<file path="src/verilog/psbw_pkg.sv">
// What this block does
// - wait held latency code cycles; codes 0 and 5 give three
// - latency code 101 gives three cycles
// - bit10 clear: active low; bit8 clear: during
// - refresh seen: select high at edge, or >15ns
// - program changes only bus or refresh register
// - new value comes from address lines
// - address line 19 picks target register
// - config access only with config enable
// - fixed or variable type, same latency
// - lines 18,19: 00 refresh, 01 bus, 1x id
package psbw_pkg;

   ////////////////////////////////////////////////////////////////////////////////
   // timing, all derived from the 100 MHz system clock
   localparam int CLK_PERIOD_NS = 10;
   localparam int T_SEL_LOW_MAX_NS = 4000;
   localparam int T_REFR_HIGH_NS = 15;
   localparam int T_INIT_US = 150;
   localparam int T_DPD_US = 10;
   // longest time rounds down
   localparam logic [15:0] SEL_LOW_MAX_CYC = 16'(T_SEL_LOW_MAX_NS / CLK_PERIOD_NS);
   // least times: the refresh gap rounds up, init and power-down divide without rounding
   localparam logic [15:0] REFR_HIGH_CYC =
      16'((T_REFR_HIGH_NS + CLK_PERIOD_NS - 1) / CLK_PERIOD_NS);
   localparam logic [15:0] INIT_CYC = 16'((T_INIT_US * 1000) / CLK_PERIOD_NS);
   localparam logic [15:0] DPD_CYC = 16'((T_DPD_US * 1000) / CLK_PERIOD_NS);

   ////////////////////////////////////////////////////////////////////////////////
   // register port offsets
   localparam logic [3:0] REG_STATUS = 4'h0;
   localparam logic [3:0] REG_BUS_CFG = 4'h1;
   localparam logic [3:0] REG_REFR_CFG = 4'h2;
   localparam logic [3:0] REG_DEV_ID = 4'h3;
   localparam logic [3:0] REG_CTRL = 4'h4;

   // status and control bits
   localparam int STAT_READY = 0;
   localparam int STAT_DPD = 1;
   localparam int STAT_OVERRUN = 2;
   localparam int STAT_BURST = 3;
   localparam int CTRL_DPD_REQ = 0;

   // bus_config_reg fields and reset values
   localparam int BCR_LC_MSB = 13;
   localparam int BCR_LC_LSB = 11;
   localparam int BCR_WAIT_POL = 10;
   localparam int BCR_WAIT_EARLY = 8;
   localparam logic [2:0] LC_3CYC = 3'h5;
   localparam logic [3:0] LAT_3CYC = 4'h3;
   localparam logic [15:0] BCR_RST = 16'h2800;
   localparam logic [15:0] RCR_RST = 16'h0000;
   localparam logic [15:0] DEV_ID_DEF = 16'h0A5A; // arbitrary value

   // upper address pins hold A21..A16
   localparam int A19_IDX = 3;
   localparam int A18_IDX = 2;
   localparam int PIN_W = 27;

   typedef enum logic [4:0] {
      PSBW_ST_INIT = 5'h01,
      PSBW_ST_IDLE = 5'h02,
      PSBW_ST_LAT = 5'h04,
      PSBW_ST_XFER = 5'h08,
      PSBW_ST_DPD = 5'h10
   } psbw_state_t;

   // latency cycles for a code; zero falls back to three
   function automatic logic [3:0] psbw_lat_cycles(input logic [2:0] code);
      logic [3:0] n;
      n = {1'b0, code};
      if (code == LC_3CYC || code == 3'h0) begin
         n = LAT_3CYC;
      end
      return n;
   endfunction

endpackage

</file>
<file path="src/verilog/psbw_ctrl.sv">
// Design decisions made here: the register offsets and the address-and-strobe port.
`timescale 1ns/10ps
module psbw_ctrl #(
   parameter logic [15:0] INIT_CYC = psbw_pkg::INIT_CYC,
   parameter logic [15:0] DEV_ID = psbw_pkg::DEV_ID_DEF
) (
   input wire logic clk,
   input wire logic rst_b,
   input wire logic mem_clk,
   input wire logic mem_sel_b,
   input wire logic mem_latch_b,
   input wire logic mem_cfg_en,
   input wire logic mem_we_b,
   input wire logic [5:0] mem_addr_hi,
   input wire logic [15:0] mem_adq_in,
   output logic wait_o,
   output logic wait_oe_b,
   input wire logic [3:0] reg_addr,
   input wire logic [15:0] reg_wdata,
   input wire logic reg_wr,
   input wire logic reg_rd,
   output logic [15:0] reg_rdata
);
   ////////////////////////////////////////////////////////////////////////////////
   // pin sampling; the system clock must run several times the memory clock
   logic [psbw_pkg::PIN_W-1:0] pins_s;
   logic s_mclk, s_sel_b, s_latch_b, s_cfg, s_we_b;
   logic [5:0] s_ahi;
   logic [15:0] s_adq;
   logic mclk_d_r, mrise, start, cfg_start, arr_start;
   logic [15:0] opcode;

   psbw_sync #(.W(psbw_pkg::PIN_W)) u_sync (
      .clk(clk),
      .rst_b(rst_b),
      .d({mem_clk, mem_sel_b, mem_latch_b, mem_cfg_en, mem_we_b, mem_addr_hi, mem_adq_in}),
      .q(pins_s)
   );
   assign {s_mclk, s_sel_b, s_latch_b, s_cfg, s_we_b, s_ahi, s_adq} = pins_s;

   // edge detect on the synchronised copy only
   always_ff @(posedge clk) begin
      if (!rst_b) begin
         mclk_d_r <= 1'b0;
      end else begin
         mclk_d_r <= s_mclk;
      end
   end
   assign mrise = s_mclk & ~mclk_d_r;
   // access starts at the first memory edge with latch low
   assign start = mrise & ~s_sel_b & ~s_latch_b;
   assign cfg_start = start & s_cfg;
   assign arr_start = start & ~s_cfg;
   assign opcode = s_adq;

   ////////////////////////////////////////////////////////////////////////////////
   // state machine
   psbw_pkg::psbw_state_t state_r;
   logic [15:0] bcr_r, rcr_r;
   logic [15:0] init_cnt_r, dpd_age_r, low_cnt_r, high_cnt_r;
   logic [3:0] lat_cnt_r;
   logic dpd_req_r, overrun_r, refr_ok, wait_act, lat_done;

   // latency runs out on the edge that takes the first data word
   assign lat_done = mrise & ~s_sel_b & (lat_cnt_r == 4'h1);

   always_ff @(posedge clk) begin
      if (!rst_b) begin
         state_r <= psbw_pkg::PSBW_ST_INIT;
      end else begin
         unique case (state_r)
            psbw_pkg::PSBW_ST_INIT: begin
               // accesses before the delay ends are ignored
               if (init_cnt_r >= INIT_CYC) begin
                  state_r <= psbw_pkg::PSBW_ST_IDLE;
               end
            end
            psbw_pkg::PSBW_ST_IDLE: begin
               if (dpd_req_r && s_sel_b) begin
                  state_r <= psbw_pkg::PSBW_ST_DPD;
               end else if (arr_start) begin
                  state_r <= psbw_pkg::PSBW_ST_LAT;
               end
            end
            psbw_pkg::PSBW_ST_LAT: begin
               if (s_sel_b) begin
                  state_r <= psbw_pkg::PSBW_ST_IDLE;
               end else if (lat_done) begin
                  state_r <= psbw_pkg::PSBW_ST_XFER;
               end
            end
            psbw_pkg::PSBW_ST_XFER: begin
               // a new latch under the same select starts the read
               if (s_sel_b) begin
                  state_r <= psbw_pkg::PSBW_ST_IDLE;
               end else if (arr_start) begin
                  state_r <= psbw_pkg::PSBW_ST_LAT;
               end
            end
            psbw_pkg::PSBW_ST_DPD: begin
               if (dpd_age_r >= psbw_pkg::DPD_CYC && low_cnt_r >= psbw_pkg::DPD_CYC) begin
                  state_r <= psbw_pkg::PSBW_ST_INIT;
               end
            end
            default: begin
               state_r <= psbw_pkg::PSBW_ST_INIT;
            end
         endcase
      end
   end

   // latency counter, loaded at the latch edge
   always_ff @(posedge clk) begin
      if (!rst_b) begin
         lat_cnt_r <= 4'h0;
      end else if (arr_start && (state_r == psbw_pkg::PSBW_ST_IDLE ||
                                 state_r == psbw_pkg::PSBW_ST_XFER)) begin
         lat_cnt_r <= psbw_pkg::psbw_lat_cycles(
            bcr_r[psbw_pkg::BCR_LC_MSB:psbw_pkg::BCR_LC_LSB]);
      end else if (state_r == psbw_pkg::PSBW_ST_LAT && mrise && lat_cnt_r != 4'h0) begin
         lat_cnt_r <= lat_cnt_r - 4'h1;
      end
   end

   // early mode lets go one memory cycle before the last latency edge
   assign wait_act = (state_r == psbw_pkg::PSBW_ST_LAT) &&
      !(bcr_r[psbw_pkg::BCR_WAIT_EARLY] && lat_cnt_r == 4'h1);

   // wait pin driven only while selected and initialised
   always_ff @(posedge clk) begin
      if (!rst_b) begin
         wait_o <= 1'b1;
         wait_oe_b <= 1'b1;
      end else begin
         wait_o <= bcr_r[psbw_pkg::BCR_WAIT_POL] ? wait_act : ~wait_act;
         wait_oe_b <= s_sel_b || state_r == psbw_pkg::PSBW_ST_INIT ||
                      state_r == psbw_pkg::PSBW_ST_DPD;
      end
   end

   ////////////////////////////////////////////////////////////////////////////////
   // configuration program: A18 high points at the read-only id
   always_ff @(posedge clk) begin
      if (!rst_b) begin
         bcr_r <= psbw_pkg::BCR_RST;
         rcr_r <= psbw_pkg::RCR_RST;
      end else if (cfg_start && state_r == psbw_pkg::PSBW_ST_IDLE &&
                   !s_ahi[psbw_pkg::A18_IDX]) begin
         if (s_ahi[psbw_pkg::A19_IDX]) begin
            bcr_r <= opcode;
         end else begin
            rcr_r <= opcode;
         end
      end
   end

   ////////////////////////////////////////////////////////////////////////////////
   // timers; a stopped memory clock just freezes latency counting
   assign refr_ok = (mrise & s_sel_b) | (high_cnt_r >= psbw_pkg::REFR_HIGH_CYC);

   always_ff @(posedge clk) begin
      if (!rst_b) begin
         init_cnt_r <= 16'h0000;
         dpd_age_r <= 16'h0000;
      end else begin
         init_cnt_r <= (state_r == psbw_pkg::PSBW_ST_INIT && init_cnt_r < INIT_CYC) ?
                       init_cnt_r + 16'h0001 : (state_r == psbw_pkg::PSBW_ST_INIT ?
                       init_cnt_r : 16'h0000);
         if (state_r != psbw_pkg::PSBW_ST_DPD) begin
            dpd_age_r <= 16'h0000;
         end else if (dpd_age_r != 16'hFFFF) begin
            dpd_age_r <= dpd_age_r + 16'h0001;
         end
      end
   end

   // select high and low durations, both saturating
   always_ff @(posedge clk) begin
      if (!rst_b) begin
         high_cnt_r <= 16'h0000;
         low_cnt_r <= 16'h0000;
      end else begin
         if (!s_sel_b) begin
            high_cnt_r <= 16'h0000;
         end else if (high_cnt_r != 16'hFFFF) begin
            high_cnt_r <= high_cnt_r + 16'h0001;
         end
         if (refr_ok) begin
            low_cnt_r <= 16'h0000;
         end else if (!s_sel_b && low_cnt_r != 16'hFFFF) begin
            low_cnt_r <= low_cnt_r + 16'h0001;
         end
      end
   end

   ////////////////////////////////////////////////////////////////////////////////
   // register port; overrun sticky, a new overrun beats the clear
   logic overrun_set;
   assign overrun_set = low_cnt_r == psbw_pkg::SEL_LOW_MAX_CYC &&
                        state_r != psbw_pkg::PSBW_ST_DPD;

   always_ff @(posedge clk) begin
      if (!rst_b) begin
         overrun_r <= 1'b0;
      end else if (overrun_set) begin
         overrun_r <= 1'b1;
      end else if (reg_wr && reg_addr == psbw_pkg::REG_STATUS &&
                   reg_wdata[psbw_pkg::STAT_OVERRUN]) begin
         overrun_r <= 1'b0;
      end
   end

   // request drops once deep power-down is reached
   always_ff @(posedge clk) begin
      if (!rst_b) begin
         dpd_req_r <= 1'b0;
      end else if (reg_wr && reg_addr == psbw_pkg::REG_CTRL) begin
         dpd_req_r <= reg_wdata[psbw_pkg::CTRL_DPD_REQ];
      end else if (state_r == psbw_pkg::PSBW_ST_DPD) begin
         dpd_req_r <= 1'b0;
      end
   end

   // read data stands only in the cycle after the strobe
   always_ff @(posedge clk) begin
      if (!rst_b) begin
         reg_rdata <= 16'h0000;
      end else if (!reg_rd) begin
         reg_rdata <= 16'h0000;
      end else begin
         unique case (reg_addr)
            psbw_pkg::REG_STATUS: begin
               reg_rdata <= 16'h0000;
               reg_rdata[psbw_pkg::STAT_READY] <= state_r != psbw_pkg::PSBW_ST_INIT &&
                                                   state_r != psbw_pkg::PSBW_ST_DPD;
               reg_rdata[psbw_pkg::STAT_DPD] <= state_r == psbw_pkg::PSBW_ST_DPD;
               reg_rdata[psbw_pkg::STAT_OVERRUN] <= overrun_r;
               reg_rdata[psbw_pkg::STAT_BURST] <= state_r == psbw_pkg::PSBW_ST_LAT ||
                                                   state_r == psbw_pkg::PSBW_ST_XFER;
            end
            psbw_pkg::REG_BUS_CFG: begin
               reg_rdata <= bcr_r;
            end
            psbw_pkg::REG_REFR_CFG: begin
               reg_rdata <= rcr_r;
            end
            psbw_pkg::REG_DEV_ID: begin
               reg_rdata <= DEV_ID;
            end
            psbw_pkg::REG_CTRL: begin
               reg_rdata <= {15'h0000, dpd_req_r};
            end
            default: begin
               reg_rdata <= 16'h0000;
            end
         endcase
      end
   end
endmodule // psbw_ctrl

</file>
<file path="src/verilog/psbw_sync.sv">
`timescale 1ns/10ps
// two-flop synchroniser for pins from the memory controller
module psbw_sync #(
   parameter int W = 1
) (
   input wire logic clk,
   input wire logic rst_b,
   input wire logic [W-1:0] d,
   output logic [W-1:0] q
);
   logic [W-1:0] meta_r;

   // first stage feeds the second only
   always_ff @(posedge clk) begin
      if (!rst_b) begin
         meta_r <= '0;
         q <= '0;
      end else begin
         meta_r <= d;
         q <= meta_r;
      end
   end
endmodule // psbw_sync

</file>
<file path="config.mk">
export PLATFORM = sky130hd
export DESIGN_NAME = psbw_ctrl
export DESIGN_NICKNAME = d
export VERILOG_FILES = /design/src/verilog/psbw_pkg.sv /design/src/verilog/psbw_ctrl.sv /design/src/verilog/psbw_sync.sv
export SDC_FILE = /design/constraint.sdc
export NUM_CORES = 1
export LEC_CHECK = 0
export ABC_AREA = 0
export BUFFER_PORTS_ARGS = -buffer_cell sky130_fd_sc_hd__buf_2
export CAP_MARGIN = 20
export CORE_ASPECT_RATIO = 0.6
export CORE_MARGIN = 3
export CORE_UTILIZATION = 43
export CTS_BUF_LIST = sky130_fd_sc_hd__clkbuf_4
export DETAILED_ROUTE_END_ITERATION = 6
export GPL_ROUTABILITY_DRIVEN = 0
export PLACE_DENSITY = 0.66
export REMOVE_ABC_BUFFERS = 1
export SETUP_SLACK_MARGIN = 0.1
export SLEW_MARGIN = 20
export SYNTH_ARGS = -nofsm -noshare
export SYNTH_HDL_FRONTEND = slang
export SYNTH_HIERARCHICAL = 1
export SYNTH_SLANG_ARGS = --single-unit
</file>
<file path="constraint.sdc">
create_clock -name clk -period 5.85 [get_ports clk]
set_input_delay 1.755 -clock clk [delete_from_list [all_inputs] [get_ports clk]]
set_output_delay 1.755 -clock clk [all_outputs]
set_load 0.005 [all_outputs]
</file>
* Yosys cells after proc, flatten, opt, wreduce, memory -nomap -nowiden
Cells that the tools add are included. W data, S select, Z words.
Cells by class: mux-type cells 19, $add $sub $neg 5, equality and inequality tests 21, order comparisons 5, reduce and logical (&&, ||, !) cells 37, bitwise operators 15
Operators by type and width (count):
- $pmux W16 S5 | 1
- $add A16 B1 Y16 const B | 4
- $ne A16 B16 Y1 const B | 3
- $mux W5 | 7
- $ge A16 B10 Y1 const B | 2
- $mux W16 | 2
- $pmux W5 S5 | 1
- $eq A16 B9 Y1 const B | 1
- $ge A16 B14 Y1 const B | 1
- $ge A16 B2 Y1 const B | 1
- $logic_and A1 B1 Y1 | 16
- $lt A16 B14 Y1 const B | 1
- $eq A4 B1 Y1 const B | 2
- $eq A4 B2 Y1 const B | 2
- $mux W4 | 2
- $reduce_and A2 Y1 | 4
- $and A1 B1 Y1 | 7
- $not A1 Y1 | 7
- $reduce_bool A2 Y1 | 3
- $eq A5 B1 Y1 const B | 1
- $eq A5 B2 Y1 const B | 1
- $eq A5 B3 Y1 const B | 1
- $eq A5 B4 Y1 const B | 1
- $eq A5 B5 Y1 const B | 1
- 18 further kinds | 30
Storage, ports and cells: register bits 180, output and inout port bits 18, bits of input ports 51

* Logic depth before layout (Yosys ltp)
Gate-level depths: netlist of run 1.
depth after elaboration 8, gate-level depth with buffers 7

* Hierarchy
The synthesis of run 1 kept the hierarchy.
Modules (own cells, without submodules):
- psbw_ctrl | cells an instance 665, sequential area each 2522.4 um^2, area each 5839.4 um^2, times used 1
- psbw_sync | cells an instance 113, sequential area each 1081.0 um^2, area each 1511.4 um^2, times used 1

* Least setup slack after synthesis of run 1
No wires, ideal clock.
kind input port to flip-flop, start input rst_b, end register low_cnt_r[10], buffers on the path 2, setup slack 2731 ps, setup time 65 ps, arrival 3054 ps, cell stages on the path 6, required time 5785 ps, cell sequence buf_2 -> clkinv_1 -> a2111oi_0 -> nand4_1 -> clkbuf_1 -> nor2_1
On the way: cells in the longest elaborated chain, start to end 2
RTL lines:
- start, declared | line psbw_ctrl.sv:8 | input wire logic rst_b,
- $not A1 Y1 (no source line)
- $reduce_or A2 Y1 (no source line)
- end signal, assigned | line psbw_ctrl.sv:191 | low_cnt_r <= low_cnt_r + 16'h0001;
- end, declared | line psbw_ctrl.sv:60 | logic [15:0] init_cnt_r, dpd_age_r, low_cnt_r, high_cnt_r;
Every way passes these cells. A chain may end at the register's enable or synchronous reset.

* Final worst setup path of run 1
start input rst_b, end register low_cnt_r[14]
Same word-level chain as after synthesis.

==> results of run 1 <==
-- area by class of cell --
| class | count | area [sq um] | area share (%) |
|---|---|---|---|
| clock buffers | 17 | 128 | 1.63 |
| clock inverters | 15 | 223 | 2.85 |
| inverters | 17 | 63.8 | 0.816 |
| multi-input cells | 540 | 3470 | 44.3 |
| flip-flops and latches | 170 | 3400 | 43.5 |
| well taps | 203 | 254 | 3.25 |
| repair buffers | 53 | 283 | 3.61 |
-- worst paths after layout --
kind | end | slack (ns) | cells past startpoint
setup reg to reg | rcr_r[11]$_SDFFE_PN0P_ | 3.46 | 6
hold reg to reg | u_sync/q[25]$_SDFF_PN0_ | 0.46 | 1
hold / removal | u_sync/q[25]$_SDFF_PN0_ | 0.46 | 1
setup / recovery | low_cnt_r[14]$_SDFFE_PP0P_ | 2.42 | 5
-- power by group through the flow --
stage	clock [uW]	sequential (uW)	combinational [uW]
after floorplan	0	1210	36.4
after global placement	0	1210	65.8
after detailed placement	0	1220	66.5
after CTS	772	1190	66.8
after global routing	820	1190	75.1
final	748	1190	65.7
-- stage by stage --
stage | utilization [%] | hold WS (ns) | setup WS, ns | std cells
6_report | 49.8 | 0.461 | 2.42 | 1015
3_3_place_gp | 47.4 | 0.428 | 1.86 | 982
2_1_floorplan | - | 0.420 | 2.28 | 727
5_1_grt | 49.8 | 0.462 | 2.14 | 1015
4_1_cts | 49.7 | 0.465 | 2.42 | 1014
3_5_place_dp | 47.4 | 0.430 | 1.82 | 982
-- state kept, by name (all words and copies together) (netlist names), 4 cells and up --
name           flops
dpd_age_r         16
u_sync/q          22
u_sync/meta_r     22
high_cnt_r        16
rcr_r             16
reg_rdata         16
low_cnt_r         16
bcr_r             16
init_cnt_r        16
lat_cnt_r          4
state_r            5
-- metal layers --
metal / GRT usage [%] / wire, um / part of all wire [%]
met1: 25.5 / 7840 / 55
met2: 21.9 / 5710 / 40
met3: 3.11 / 521 / 3.7
met4: 4.36 / 162 / 1.1
met5: 0 / 0 / 0
-- placed cells by master, fill, tap and decap left out, types with 8 or more instances in the layout --
cell type / count
dfxtp_1: 170
nor2_1: 121
buf_2: 49
and2_2: 44
mux2i_1: 37
xnor2_1: 35
nand2_1: 31
a21oi_1: 29
nand3_1: 28
nor3_1: 23
clkbuf_4: 17
inv_1: 16
o21ai_0: 15
xor2_1: 14
nor4_1: 13
nand4_1: 13
a211oi_1: 12
and3_1: 11
ha_1: 10
a31oi_1: 9
a22oi_1: 8
clkinv_8: 8
==> impl_metrics.ini, run 1 <==
[clocking]
cts_sinks = 170
postCtsSetupRepairBufs = 0
clock_path_buffers = 2
clkTransAtPathRegs_ns = 0.15
clockRootBuffer = clkbuf_4
tritoncts = yes
h-tree-depth = 4
ctsHoldBuffers = 0
cts-resized-gates = 0
insertion_delay_ns = 0.56
cts_buffers = 17

[global_routing]
track_usage_pct = 16.1
grt_pass1_wl_mm = 23.9
grt_pass1_vias = 4838
gr-total-overflow = 0
antenna_found_initial = 0
grt_max_degree = 38

[cells_and_area]
layout-drive-gt1-share_pct = 17.4
area_delta_synth_final_pct = 10.6
nNetsFinal = 860
n_antenna_cell = 0
fin_area_sq_mm = 0.00782
fillers = 1495

[run]
cap_violations = 0

[setup_path]
end_kind = flip-flop
critPathRequiredTime_ns = 6.32
cpLargestDelayFamily = simple AND/OR/NAND/NOR gates
cp_cell_sequence = buf_2 > clkinv_1 > a2111oi_0 > nand4_1 > nor3_1
worstSetupPathType = in2reg
max_stage_delay_ns = 0.73
rr_startpoint = u_sync/q[25]$_SDFF_PN0_
cp_data_arrival_time_ns = 3.90
cpMaxStageDelayCell = nand4_1
worst-path-buf-inv = 2
crit_start = rst_b
worst_setup_path_start_kind = input port
cp_max_fo = 37

[drt]
first_pass_iters = 5
drt-total-wl_mm = 14.2
drc_errors = 0
avgRoutedWirePerCell_um = 14.0
ant_nets = 0
viasPerCell = 5.26
via_count = 5340
drtIter0Drc = 286

[synth]
syn_area_sq_mm = 0.00708
avgSynthCellArea_sq_um = 9.33
syn_inst = 758
yosysWarnings = 6

[timing]
finalCriticalPeriod_ns = 3.43
setup_tns_ns = 0
timing.fmax_mhz = 292
maxSlewHeadroom_pct = 28.2
setup_viol = 0
rsz0062_at_grt = false
finClkSkew_ns = 0.0306
slew_violations = 0
fin_crit_sh_pct = 58.6
worst_slew_pin_slew_ns = 1.07
hold_viol = 0

[status]
status = complete, no violations

[floorplan]
die-area_sq_mm = 0.0181
start_util_pct = 45.0
die_w_um = 172
rows = 35
die_h_um = 105
io_pins = 69
core_sq_mm = 0.0157

[power]
p_total_uw = 2000
swShare_pct = 27.2
seq_power_share_pct = 59.4
p_switching_uw = 546
clkPwrFrac_pct = 37.3
p_leak_uw = 0.00299
ir_drop_uv = 130
combinationalPowerShare_pct = 3.3
p_int_uw = 1460
p_per_area_mw_per_mm2 = 256

[place]
place_hpwl_mm = 9.58
postPlaceCellArea_sq_mm = 0.00746
io_buffers = 49

[min_path]
min-delay-path-class = reg2reg
hold_start = u_sync/meta_r[25]$_SDFF_PN0_
No activity file was read; power rests on OpenSTA's default activity.
==> run 2: changes to the inputs <==
--- a/config.mk
+++ b/config.mk
@@ -5,7 +5,7 @@
 export SDC_FILE = /design/constraint.sdc
 export NUM_CORES = 1
 export LEC_CHECK = 0
-export ABC_AREA = 0
+export ABC_AREA = 1
 export BUFFER_PORTS_ARGS = -buffer_cell sky130_fd_sc_hd__buf_2
 export CAP_MARGIN = 20
 export CORE_ASPECT_RATIO = 0.6
==> constraint.sdc (replaced) <==
create_clock -name clk -period 3.5 [get_ports clk]
set_input_delay 1.05 -clock clk [delete_from_list [all_inputs] [get_ports clk]]
set_output_delay 1.05 -clock clk [all_outputs]
set_load 0.005 [all_outputs]
==> run 2 against run 1 <==
Critical path depth down 4; worst setup slack lost 0.99 ns; design area grew 3.8%; critical endpoint is now wait_oe_b.
==> impl_metrics.ini, run 2 <==
[setup_path]
rr_startpoint = state_r[3]$_SDFFE_PN0P_
timing.rr.end = rcr_r[11]$_SDFFE_PN0P_
cpMaxStageDelayCell = dfxtp_1
r2r_slack_ns = 1.54
end_kind = output pin
worst_setup_path_start_kind = flip-flop
worst-path-buf-inv = 1
worstRegToRegCells = 6
cp_data_arrival_time_ns = 1.02
cpLargestDelayFamily = flip-flops
cp_cell_sequence = buf_2
max_stage_delay_ns = 0.36
critPathRequiredTime_ns = 2.45
worstSetupPathType = reg2out
cp_max_fo = 1

[synth]
yosysWarnings = 6
syn_area_sq_mm = 0.00741
avgSynthCellArea_sq_um = 7.38
syn_inst = 1004

[clocking]
cts_buffers = 17
postCtsSetupRepairBufs = 0
clock_path_buffers = 2
cts-resized-gates = 0
h-tree-depth = 4
clockRootBuffer = clkbuf_4
ctsHoldBuffers = 0
clkTransAtPathRegs_ns = 0.15
tritoncts = yes
cts_sinks = 170
insertion_delay_ns = 0.57

[drt]
drc_errors = 0
drtIter0Drc = 433
via_count = 6096
ant_nets = 0
avgRoutedWirePerCell_um = 11.8
viasPerCell = 4.71
drt-total-wl_mm = 15.3
first_pass_iters = 5

[cells_and_area]
nNetsFinal = 1116
n_antenna_cell = 0
mostFrequentLayoutCells = nand2_1 (220), inv_1 (183), dfxtp_1 (170), a21oi_1 (84), nor2_1 (72)
layout-drive-gt1-share_pct = 12.1
reg_top3 = u_sync/meta_r x22, u_sync/q x22
area_delta_synth_final_pct = 9.52
final_common_cell = nand2_1

[timing]
worst_slew_pin_slew_ns = 0.549
fin_crit_sh_pct = 59.2
rsz0062_at_grt = false
hold_viol = 0
finClkSkew_ns = 0.0246
setup_tns_ns = 0
setup_viol = 0
slew_violations = 0
finalCriticalPeriod_ns = 2.07
maxSlewHeadroom_pct = 63.3
timing.fmax_mhz = 483

[global_routing]
track_usage_pct = 17.0
grt_max_degree = 44
antenna_found_initial = 0
gr-total-overflow = 0
grt_pass1_wl_mm = 26.3
grt_pass1_vias = 5458

[place]
place_hpwl_mm = 11.1
io_buffers = 49

[status]
status = complete, no violations

[power]
ir_drop_uv = 337
p_leak_uw = 0.00361
p_total_uw = 3250
p_per_area_mw_per_mm2 = 400

[floorplan]
core_sq_mm = 0.0166
die_w_um = 176
io_pins = 69
rows = 36
die_h_um = 108
die-area_sq_mm = 0.0189
start_util_pct = 44.7

[run]
cap_violations = 0

[min_path]
min_path_cells = 2
min-delay-path-class = reg2reg
hold_end = u_sync/q[1]$_SDFF_PN0_
hold_start = u_sync/meta_r[1]$_SDFF_PN0_
-- run 2: layout make-up --
class / instances / area (sq um)
fillers: 1687 / 8460
flip-flops and latches: 170 / 3400
multi-input cells: 619 / 3140
inverters: 192 / 724
repair buffers: 55 / 303
well taps: 228 / 285
clock inverters: 14 / 136
clock buffers: 17 / 128
-- run 2: how the worst max path moves through the flow --
stage | slack, ns | start | cells past startpoint | endpoint
floorplan | 1.42 | reg_addr[3] | 7 | reg_rdata[2]$_SDFF_PN0_
global placement | 0.89 | rst_b | 8 | low_cnt_r[12]$_SDFFE_PP0P_
detailed placement | 0.84 | rst_b | 8 | low_cnt_r[12]$_SDFFE_PP0P_
CTS | 1.38 | wait_oe_b$_SDFF_PN1_ | 1 | wait_oe_b
global route | 1.29 | u_sync/q[25]$_SDFF_PN0_ | 7 | rcr_r[9]$_SDFFE_PN0P_
finish | 1.43 | wait_oe_b$_SDFF_PN1_ | 1 | wait_oe_b
-- run 2: metal layers --
metal  vias up  part of all wire [%]  GRT usage (%)
met5         -                     0              0
met4         0                  0.88           3.78
li1       3289                     -              -
met2       114                    36           22.3
met1      2681                    58           27.2
met3        12                   4.8           4.12
-- run 2: metrics by stage --
stage	utilization, %	hold WS (ns)	instances	instance area (sq um)	worst slack, ns
global placement	47.4	0.392	1264	7860	0.893
CTS	49.0	0.414	1295	8120	1.38
global route	49.0	0.417	1295	8120	1.29
finish	49.0	0.414	1295	8120	1.43
detailed placement	47.4	0.395	1264	7860	0.842
floorplan	-	0.386	981	7270	1.42
-- run 2: power breakdown --
| part | switching (uW) | leakage (uW) | internal, uW |
|---|---|---|---|
| Sequential | 21.7 | 0.00138 | 1970 |
| Clock | 721 | 0.000137 | 364 |
| Combinational | 109 | 0.00210 | 58.9 |
| Total | 852 | 0.00361 | 2400 |
